==> src/rtl/irq_mask_regs.vh <==
`ifndef IRQ_MASK_REGS_VH
`define IRQ_MASK_REGS_VH
// register address on the serial control interface (7-bit)
`define MASK_ADDR 7'h09
`define MASK_W 16
`define MASK_POR 16'h0140
`define MASK_KEEP 16'h01FF
// field positions
`define B_PERIODIC 8
`define B_WD_OFF 7
`define B_WD_FAIL 6
`define B_SERIAL_ERR 5
`define B_BRIDGE 4
`define B_HIGHSIDE 3
`define B_BUS 2
`define B_TEMP 1
`define B_SUPPLY 0
`define N_SRC 7
// timing defaults, in cycles of the 10 MHz clock
`define PULSE_CYC 16'h000A
`define PERIOD_CYC 24'h002710
`endif

==> src/rtl/irq_pulse_gen.v <==
`timescale 1ns/1ps
`include "irq_mask_regs.vh"
// fixed-length active-low pulses on start requests; all requests that
// arrive while a pulse is out collapse into one held request, replayed afterwards
module irq_pulse_gen #(
  parameter [15:0] PULSE_LEN = `PULSE_CYC
) (
  input wire clk,
  input wire reset_n,
  input wire start,
  output wire busy,
  output reg line_n
);
  reg [15:0] cnt_q;
  reg pend_q;
  assign busy = (cnt_q != 16'h0000);
  ////////////////////////////////////////////////////////////////////////
  // pulse counter and one held request
  always @(posedge clk) begin
    if (!reset_n) begin
      cnt_q <= 16'h0000;
      pend_q <= 1'b0;
      line_n <= 1'b1;
    end else begin
      if (cnt_q != 16'h0000) begin
        cnt_q <= cnt_q - 16'h0001;
        line_n <= (cnt_q == 16'h0001);
        if (start)
          pend_q <= 1'b1;
      end else if (start || pend_q) begin
        cnt_q <= PULSE_LEN;
        line_n <= 1'b0;
        pend_q <= 1'b0;
      end else begin
        line_n <= 1'b1;
      end
    end
  end
endmodule // irq_pulse_gen

==> src/rtl/irq_mask_and_event_gen.v <==
`timescale 1ns/1ps
`include "irq_mask_regs.vh"
module irq_mask_and_event_gen #(
  parameter [15:0] PULSE_LEN = `PULSE_CYC,
  parameter [23:0] PERIOD_LEN = `PERIOD_CYC
) (
  input wire clk,
  input wire reset_n,
  input wire soft_reset,
  input wire restart_entry,
  input wire reg_wr,
  input wire [6:0] reg_addr,
  input wire [15:0] reg_wdata,
  output reg [15:0] reg_rdata,
  input wire devmode,
  input wire wdog_fail,
  input wire serial_frame_err,
  input wire checksum_err,
  input wire bridge_summary,
  input wire highside_summary,
  input wire bus_summary,
  input wire temp_summary,
  input wire supply_summary,
  input wire irq_pending,
  output reg wdog_active,
  output wire irq_line_n
);
  reg [15:0] mask_q;
  reg [15:0] mask_d;
  reg [23:0] per_q;
  wire [`N_SRC-1:0] src;
  wire [`N_SRC-1:0] en;
  wire [`N_SRC-1:0] ev;
  wire start;
  wire hit;
  wire periodic_irq_enable;
  wire devmode_wdog_off;
  wire devmode_wdog_fail_irq;
  wire bridge_summary_irq;
  wire highside_summary_irq;

  function mask_sel;
    input [6:0] a;
    begin
      mask_sel = (a == `MASK_ADDR);
    end
  endfunction

  ////////////////////////////////////////////////////////////////////////
  // mask register
  assign hit = mask_sel(reg_addr);
  always @* begin
    mask_d = mask_q;
    if (restart_entry)
      mask_d = mask_q & `MASK_KEEP;
    else if (reg_wr && hit)
      mask_d = reg_wdata & `MASK_KEEP;
  end

  // power-on and soft reset both load the default pattern
  always @(posedge clk) begin
    if (!reset_n || soft_reset)
      mask_q <= `MASK_POR;
    else
      mask_q <= mask_d;
  end

  // read data from flip-flops; unmapped addresses read zero
  always @(posedge clk) begin
    if (!reset_n)
      reg_rdata <= 16'h0000;
    else if (hit)
      reg_rdata <= mask_q & `MASK_KEEP;
    else
      reg_rdata <= 16'h0000;
  end

  assign periodic_irq_enable = mask_q[`B_PERIODIC];
  assign devmode_wdog_off = mask_q[`B_WD_OFF];
  assign devmode_wdog_fail_irq = mask_q[`B_WD_FAIL];
  assign bridge_summary_irq = mask_q[`B_BRIDGE];
  assign highside_summary_irq = mask_q[`B_HIGHSIDE];

  ////////////////////////////////////////////////////////////////////////
  // watchdog gate in development mode
  always @(posedge clk) begin
    if (!reset_n)
      wdog_active <= 1'b1;
    else
      wdog_active <= !(devmode && devmode_wdog_off);
  end

  ////////////////////////////////////////////////////////////////////////
  // event sources: inputs are one-cycle occurrence pulses, so a repeat
  // with the status bit still set is seen again
  assign src[0] = supply_summary;
  assign src[1] = temp_summary;
  assign src[2] = bus_summary;
  assign src[3] = highside_summary;
  assign src[4] = bridge_summary;
  assign src[5] = serial_frame_err | checksum_err;
  assign src[6] = wdog_fail & devmode;
  assign en = {devmode_wdog_fail_irq, mask_q[`B_SERIAL_ERR],
    bridge_summary_irq, highside_summary_irq, mask_q[`B_BUS],
    mask_q[`B_TEMP], mask_q[`B_SUPPLY]};

  genvar i;
  generate
    for (i = 0; i < `N_SRC; i = i + 1) begin : g_src
      assign ev[i] = src[i] & en[i];
    end
  endgenerate

  ////////////////////////////////////////////////////////////////////////
  // periodic re-signalling while interrupts pend
  always @(posedge clk) begin
    if (!reset_n)
      per_q <= 24'h000000;
    else if (!(periodic_irq_enable && irq_pending) || (|ev))
      per_q <= 24'h000000;
    else if (per_q >= PERIOD_LEN - 24'h000001)
      per_q <= 24'h000000;
    else
      per_q <= per_q + 24'h000001;
  end

  assign start = (|ev) || (periodic_irq_enable && irq_pending &&
    (per_q == PERIOD_LEN - 24'h000001));

  ////////////////////////////////////////////////////////////////////////
  // line pulse generator
  irq_pulse_gen #(
    .PULSE_LEN(PULSE_LEN)
  ) u_pulse (
    .clk(clk),
    .reset_n(reset_n),
    .start(start),
    .busy(),
    .line_n(irq_line_n)
  );
endmodule // irq_mask_and_event_gen

==> config.mk <==
export PLATFORM = sky130hd
export DESIGN_NAME = irq_mask_and_event_gen
export DESIGN_NICKNAME = d
export VERILOG_FILES = /design/src/rtl/irq_pulse_gen.v /design/src/rtl/irq_mask_and_event_gen.v
export VERILOG_INCLUDE_DIRS = /design/src /design/src/rtl
export SDC_FILE = /design/constraint.sdc
export NUM_CORES = 1
export LEC_CHECK = 0
export BUFFER_PORTS_ARGS = -buffer_cell sky130_fd_sc_hd__buf_2
export CELL_PAD_IN_SITES_DETAIL_PLACEMENT = 0
export CELL_PAD_IN_SITES_GLOBAL_PLACEMENT = 1
export CORE_MARGIN = 3
export CORE_UTILIZATION = 40
export DETAILED_ROUTE_END_ITERATION = 10
export GPL_TIMING_DRIVEN = 0
export PLACE_DENSITY = 0.75
export SYNTH_ARGS = -nofsm -noshare
export SYNTH_HDL_FRONTEND = slang
export SYNTH_HIERARCHICAL = 1
export SYNTH_SLANG_ARGS = --single-unit
export TNS_END_PERCENT = 1
==> constraint.sdc <==
create_clock -name clk -period 2.85 [get_ports clk]
set_input_delay 0.1425 -clock clk [delete_from_list [all_inputs] [get_ports clk]]
set_output_delay 0.1425 -clock clk [all_outputs]
set_load 0.005 [all_outputs]
After elaboration in Yosys (flattened, before gate mapping):

Index checks and enable logic that the tools add are counted.

* add/sub/neg operators: 2
* magnitude comparators: 1
* equality and inequality tests: 4
* mux-type cells: 7
* bitwise gates (word level): 11
* reduce and logical (&&, ||, !) cells: 18

Operators by type and width (count)
* 16-bit two-way mux: 2
* 24-bit by 1-bit adder with 24-bit output (second input constant): 1
* 24-bit by 14-bit equality test with 1-bit output (second input constant): 1
* 24-bit by 14-bit greater-or-equal comparator with 1-bit output (second input constant): 1
* 16-bit by 1-bit equality test with 1-bit output (second input constant): 1
* 16-bit nonzero test: 1
* 16-bit by 1-bit subtractor with 16-bit output (second input constant): 1
* 1-bit AND: 8
* 7-bit by 4-bit equality test with 1-bit output (second input constant): 1
* 7-bit OR reduction: 1
* 2-bit AND reduction: 3
* 1-bit two-way mux: 5
* 1-bit logical AND: 4
* 1-bit logical OR: 4
* 1-bit logical NOT: 3
* 3-bit OR reduction: 1
* 2-bit by 1-bit != test with 1-bit output (second input constant): 1
* 1-bit NOT: 2
* 2-bit nonzero test: 1
* 1-bit OR: 1

* flip-flop bits (word level): 68
* input bits: 38
* output and inout port bits: 18
* logic and storage cells: 51

Depth between registers and ports, before layout:

* depth after elaboration: 7
* mapped depth: 8
* gate-level depth less buffers: 8

By module:

Netlist, hierarchy kept.

Modules (own cells, without submodules)
* irq_mask_and_event_gen: times used 1, cells each 166, area each 1579.0 um2, seq. area each 860.8 um2
* irq_pulse_gen: times used 1, cells each 108, area each 958.4 um2, seq. area each 360.3 um2

Worst setup path after synthesis:

OpenSTA, ideal clock, no wires.

* path kind: register to register
* start point: reg per_q[0]
* end point: reg u_pulse.cnt_q[3]
* library setup time: 0.122 ns
* arrival: 1.913 ns
* data required time: 2.728 ns
* slack: 0.816 ns
* stages on the path, launching flop included: 8
* buffers on the path: 0
* period minus slack after synthesis: 2.034 ns
* cell sequence: dfxtp_1 -> ha_1 -> and3_1 -> and4b_1 -> or3b_2 -> nor2_1 -> nor2_1 -> o311a_1

* cells in the longest elaborated chain, start to end: 5

Ends and longest elaborated chain
* from (decl): line irq_mask_and_event_gen.v:30 `reg [23:0] per_q;`
* from (signal assigned): line irq_mask_and_event_gen.v:124 `per_q <= per_q + 24'h000001;`
* 24-bit by 14-bit equality test with 1-bit output: line irq_mask_and_event_gen.v:128 `(per_q == PERIOD_LEN - 24'h000001));`
* 1-bit logical AND: line irq_mask_and_event_gen.v:127 `assign start = (|ev) || (periodic_irq_enable && irq_pending &&`
* 1-bit logical OR: line irq_mask_and_event_gen.v:127
* via start: line irq_mask_and_event_gen.v:34 `wire start;`
* 1-bit logical OR: line irq_pulse_gen.v:30 `end else if (start || pend_q) begin`
* 2-bit nonzero test (no source line)
* to (signal assigned): line irq_pulse_gen.v:26 `cnt_q <= cnt_q - 16'h0001;`
* to (decl): line irq_pulse_gen.v:14 `reg [15:0] cnt_q;`

The timed path passes the listed nets, and every way through them passes these cells.
A chain may end at the register's enable or synchronous reset.

Final worst setup path:

Same ends and word-level chain as after synthesis.

==> results.sh <==
export IMPL_relSlewSlack=0.649
export IMPL_critPathTopFamily="simple AND/OR/NAND/NOR gates"
export IMPL_synth_edf_count=0
export IMPL_drtPass1Iterations=4
export IMPL_wl_per_cell_um=12.3
export IMPL_root_buffer="clkbuf_8"
export IMPL_hold_violations=0
export IMPL_ys_types=51
export IMPL_drive_gt1_frac=0.219
export IMPL_overflow=0
export IMPL_grt_max_degree=13
export IMPL_cp_arrival_ns=2.43
export IMPL_path_cells="ha_1 -> and3_1 -> and4b_1 -> or3b_2 -> nor2_1 -> nor2_1 -> o311a_1"
export IMPL_cp_buffers_inverters=0
export IMPL_post_cts_resized=0
export IMPL_finalNonFillerCells=422
export IMPL_post_cts_buffers=0
export IMPL_die_area_um2=7340
export IMPL_dpl_worst_slack_ns=0.627
export IMPL_gp_congestion=0.802
export IMPL_drtAntennaViolNets=0
export IMPL_fin_total_pwr_mw=2.67
export IMPL_pwr_density_cell_nw_per_um2=861
export IMPL_vias=2087
export IMPL_setup_viol=0
export IMPL_hold_end="wdog_active"
export IMPL_post_dp_cell_area_um2=2900
export IMPL_routed_wl_um=5180
export IMPL_synthArstFlopShare=0
export IMPL_synth_ff_type="dfxtp_1"
export IMPL_cts_sinks=61
export IMPL_leakagePower_nw=1.22
export IMPL_maxCapViolCount=0
export IMPL_grt_use_total=0.151
export IMPL_yosysSeqAreaShare=0.481
export IMPL_drv_slew=0
export IMPL_clkLatencyLatePin_ns=0.33
export IMPL_vias_per_cell=4.95
export IMPL_reg2reg_depth=7
export IMPL_synth_top_cell_by_area="dfxtp_1"
export IMPL_cts_buffers=9
export IMPL_timing_rr_end="u_pulse/cnt_q[3]"
export IMPL_n_antenna_cell=0
export IMPL_final_util=0.514
export IMPL_holdWs_ns=0.0126
export IMPL_rsz0062_at_grt="false"
export IMPL_fin_crit_ns=2.21
export IMPL_ir_drop_v=0.000431
export IMPL_design_area_um2=3100
export IMPL_synth_seq_cells=61
export IMPL_hold_path_depth=2
export IMPL_intPower_mw=1.74
export IMPL_skew_ns=0.00380
export IMPL_pwr_share_seq=0.412
export IMPL_netlist_instances=274
export IMPL_pin_count=56
export IMPL_hp_class="in -> reg"
export IMPL_reg2reg_slack_ns=0.64
export IMPL_clockBufferDepth=2
export IMPL_yosys_area_top_type_share=0.481
export IMPL_cpMostUsedCell="nor2_1"
export IMPL_dp_cells=406
export IMPL_numPortBuffers=41
export IMPL_cp_max_fo=4
export IMPL_critical_path_startpoint_type="flop"
export IMPL_cts_tree="built"
export IMPL_ys_top_cells_by_area="dfxtp_1 (48%), nor2_1 (3.8%), xnor2_1 (3.8%)"
export IMPL_clkTransAtPathRegs_ns=0.07
export IMPL_yosysWarningCount=6
export IMPL_combPwrFrac=0.304
export IMPL_hpwl_um=3810
export IMPL_period_share=0.775
export IMPL_timing_rr_start="per_q[0]"
export IMPL_initial_core_util=0.421
export IMPL_endpoint_kind="flop"
export IMPL_tns_ns=0
export IMPL_drtIter0Drc=116
export IMPL_final_net_count=384
export IMPL_cts_hold_buf=0
export IMPL_antenna_found_initial=0
export IMPL_avgSynthCellArea_um2=9.26
export IMPL_clock_power_share=0.284
export IMPL_htreeDepth=3
export IMPL_max_freq_mhz=453
export IMPL_crit_slowest_cell="or3b_2"
export IMPL_row_count=28
export IMPL_path_class="reg -> reg"
export IMPL_hp_start="devmode"
export IMPL_status="finished clean"
export IMPL_grt_pass1_wl_um=8700
export IMPL_syn2layout_area_growth_pct=22.0
export IMPL_switching_share=0.346
export IMPL_coreArea_um2=6030
export IMPL_die_w_um=85.6
export IMPL_worstMarginPinSlew_ns=0.522
export IMPL_grt_pass1_vias=1920
export IMPL_crit_required_ns=3.07
export IMPL_drc=0
export IMPL_synth_area_um2=2540
export IMPL_cpPeakStageDelay_ns=0.46
export IMPL_fin_ws_ns=0.641
export IMPL_switchingPower_mw=0.922
export IMPL_die_h_um=85.6
==> placed cells by master, fill, tap and decap left out, types with 10 or more instances in the layout <==
master,Yosys,final
o21ai_0,16,16
conb_1,1,17
nand3_1,19,19
buf_2,0,41
nand2_1,17,17
a21oi_1,11,11
dfxtp_1,61,61
nor2_1,26,26
nor3_1,10,10
xnor2_1,11,11
==> Yosys cell counts, types with 3 or more instances <==
| master | count |
|---|---|
| a21oi_1 | 11 |
| nor3_1 | 10 |
| mux2i_1 | 3 |
| nand2b_1 | 5 |
| nand2_1 | 17 |
| nor4b_1 | 5 |
| nor4_1 | 9 |
| buf_4 | 7 |
| clkbuf_1 | 5 |
| inv_1 | 6 |
| o21ai_0 | 16 |
| dfxtp_1 | 61 |
| nand3_1 | 19 |
| or3_1 | 7 |
| and2_1 | 8 |
| nor2_1 | 26 |
| nand4_1 | 4 |
| ha_1 | 4 |
| xnor2_1 | 11 |
==> power by group through the flow <==
stage | sequential, mW | combinational, mW | clock [mW]
2_1_floorplan | 1.09 | 0.645 | 0
4_1_cts | 1.10 | 0.810 | 0.783
3_5_place_dp | 1.11 | 0.807 | 0
3_3_place_gp | 1.11 | 0.791 | 0
5_1_grt | 1.12 | 0.913 | 0.829
6_report | 1.10 | 0.810 | 0.758
==> final cells by class <==
| cell class | instances | area [um^2] |
|---|---|---|
| multi-input cells | 208 | 1250 |
| repair buffers | 41 | 205 |
| fillers | 604 | 2930 |
| clock buffers | 9 | 124 |
| flip-flops and latches | 61 | 1220 |
| inverters | 7 | 28.8 |
| well taps | 75 | 93.8 |
| clock inverters | 7 | 76.3 |
| plain buffers | 14 | 93.8 |
==> worst max path at each step <==
stage               slack (ns)  cells after the start               end      from
floorplan                 0.82                      7  u_pulse/cnt_q[3]  per_q[0]
global placement          0.65                      8    u_pulse/line_n  per_q[0]
detailed placement        0.63                      7  u_pulse/cnt_q[3]  per_q[0]
CTS                       0.61                      7  u_pulse/cnt_q[3]  per_q[0]
global route              0.47                      8    u_pulse/line_n  per_q[0]
finish                    0.64                      7  u_pulse/cnt_q[3]  per_q[0]
==> kinds of logic (layout without fill, tap and decap cells) <==
logic type / Yosys count / after routing / synth area share
mux: 4 / 4 / 0.0163
fa+ha+maj: 4 / 4 / 0.0197
xor+xnor: 13 / 13 / 0.0449
flops: 61 / 61 / 0.481
simple gates: 133 / 133 / 0.299
compound gates: 37 / 37 / 0.0888
other cells: 1 / 17 / 0.00148
buf+inv: 21 / 78 / 0.0483
==> worst reg2reg max path, cell delays in order (launching register included) <==
cell and delay [ns]:
dfxtp_1 0.33, ha_1 0.24, and3_1 0.19, and4b_1 0.20, or3b_2 0.46, nor2_1 0.27
nor2_1 0.09, o311a_1 0.33
==> flip-flops by register name, indices dropped and copies added (netlist names) <==
| name | count |
|---|---|
| wdog_active | 1 |
| reg_rdata | 9 |
| per_q | 24 |
| u_pulse/cnt_q | 16 |
| u_pulse/line_n | 1 |
| u_pulse/pend_q | 1 |
| mask_q | 9 |
==> metal layers <==
metal  vias up  routed length, um  track usage
met3        10                319       0.0480
met4         0                 95       0.0777
met1       937               2490        0.198
met5         -                  0            0
met2        50               2270        0.222
li1       1090                  -            -
Power figures use the tool's default switching activity.
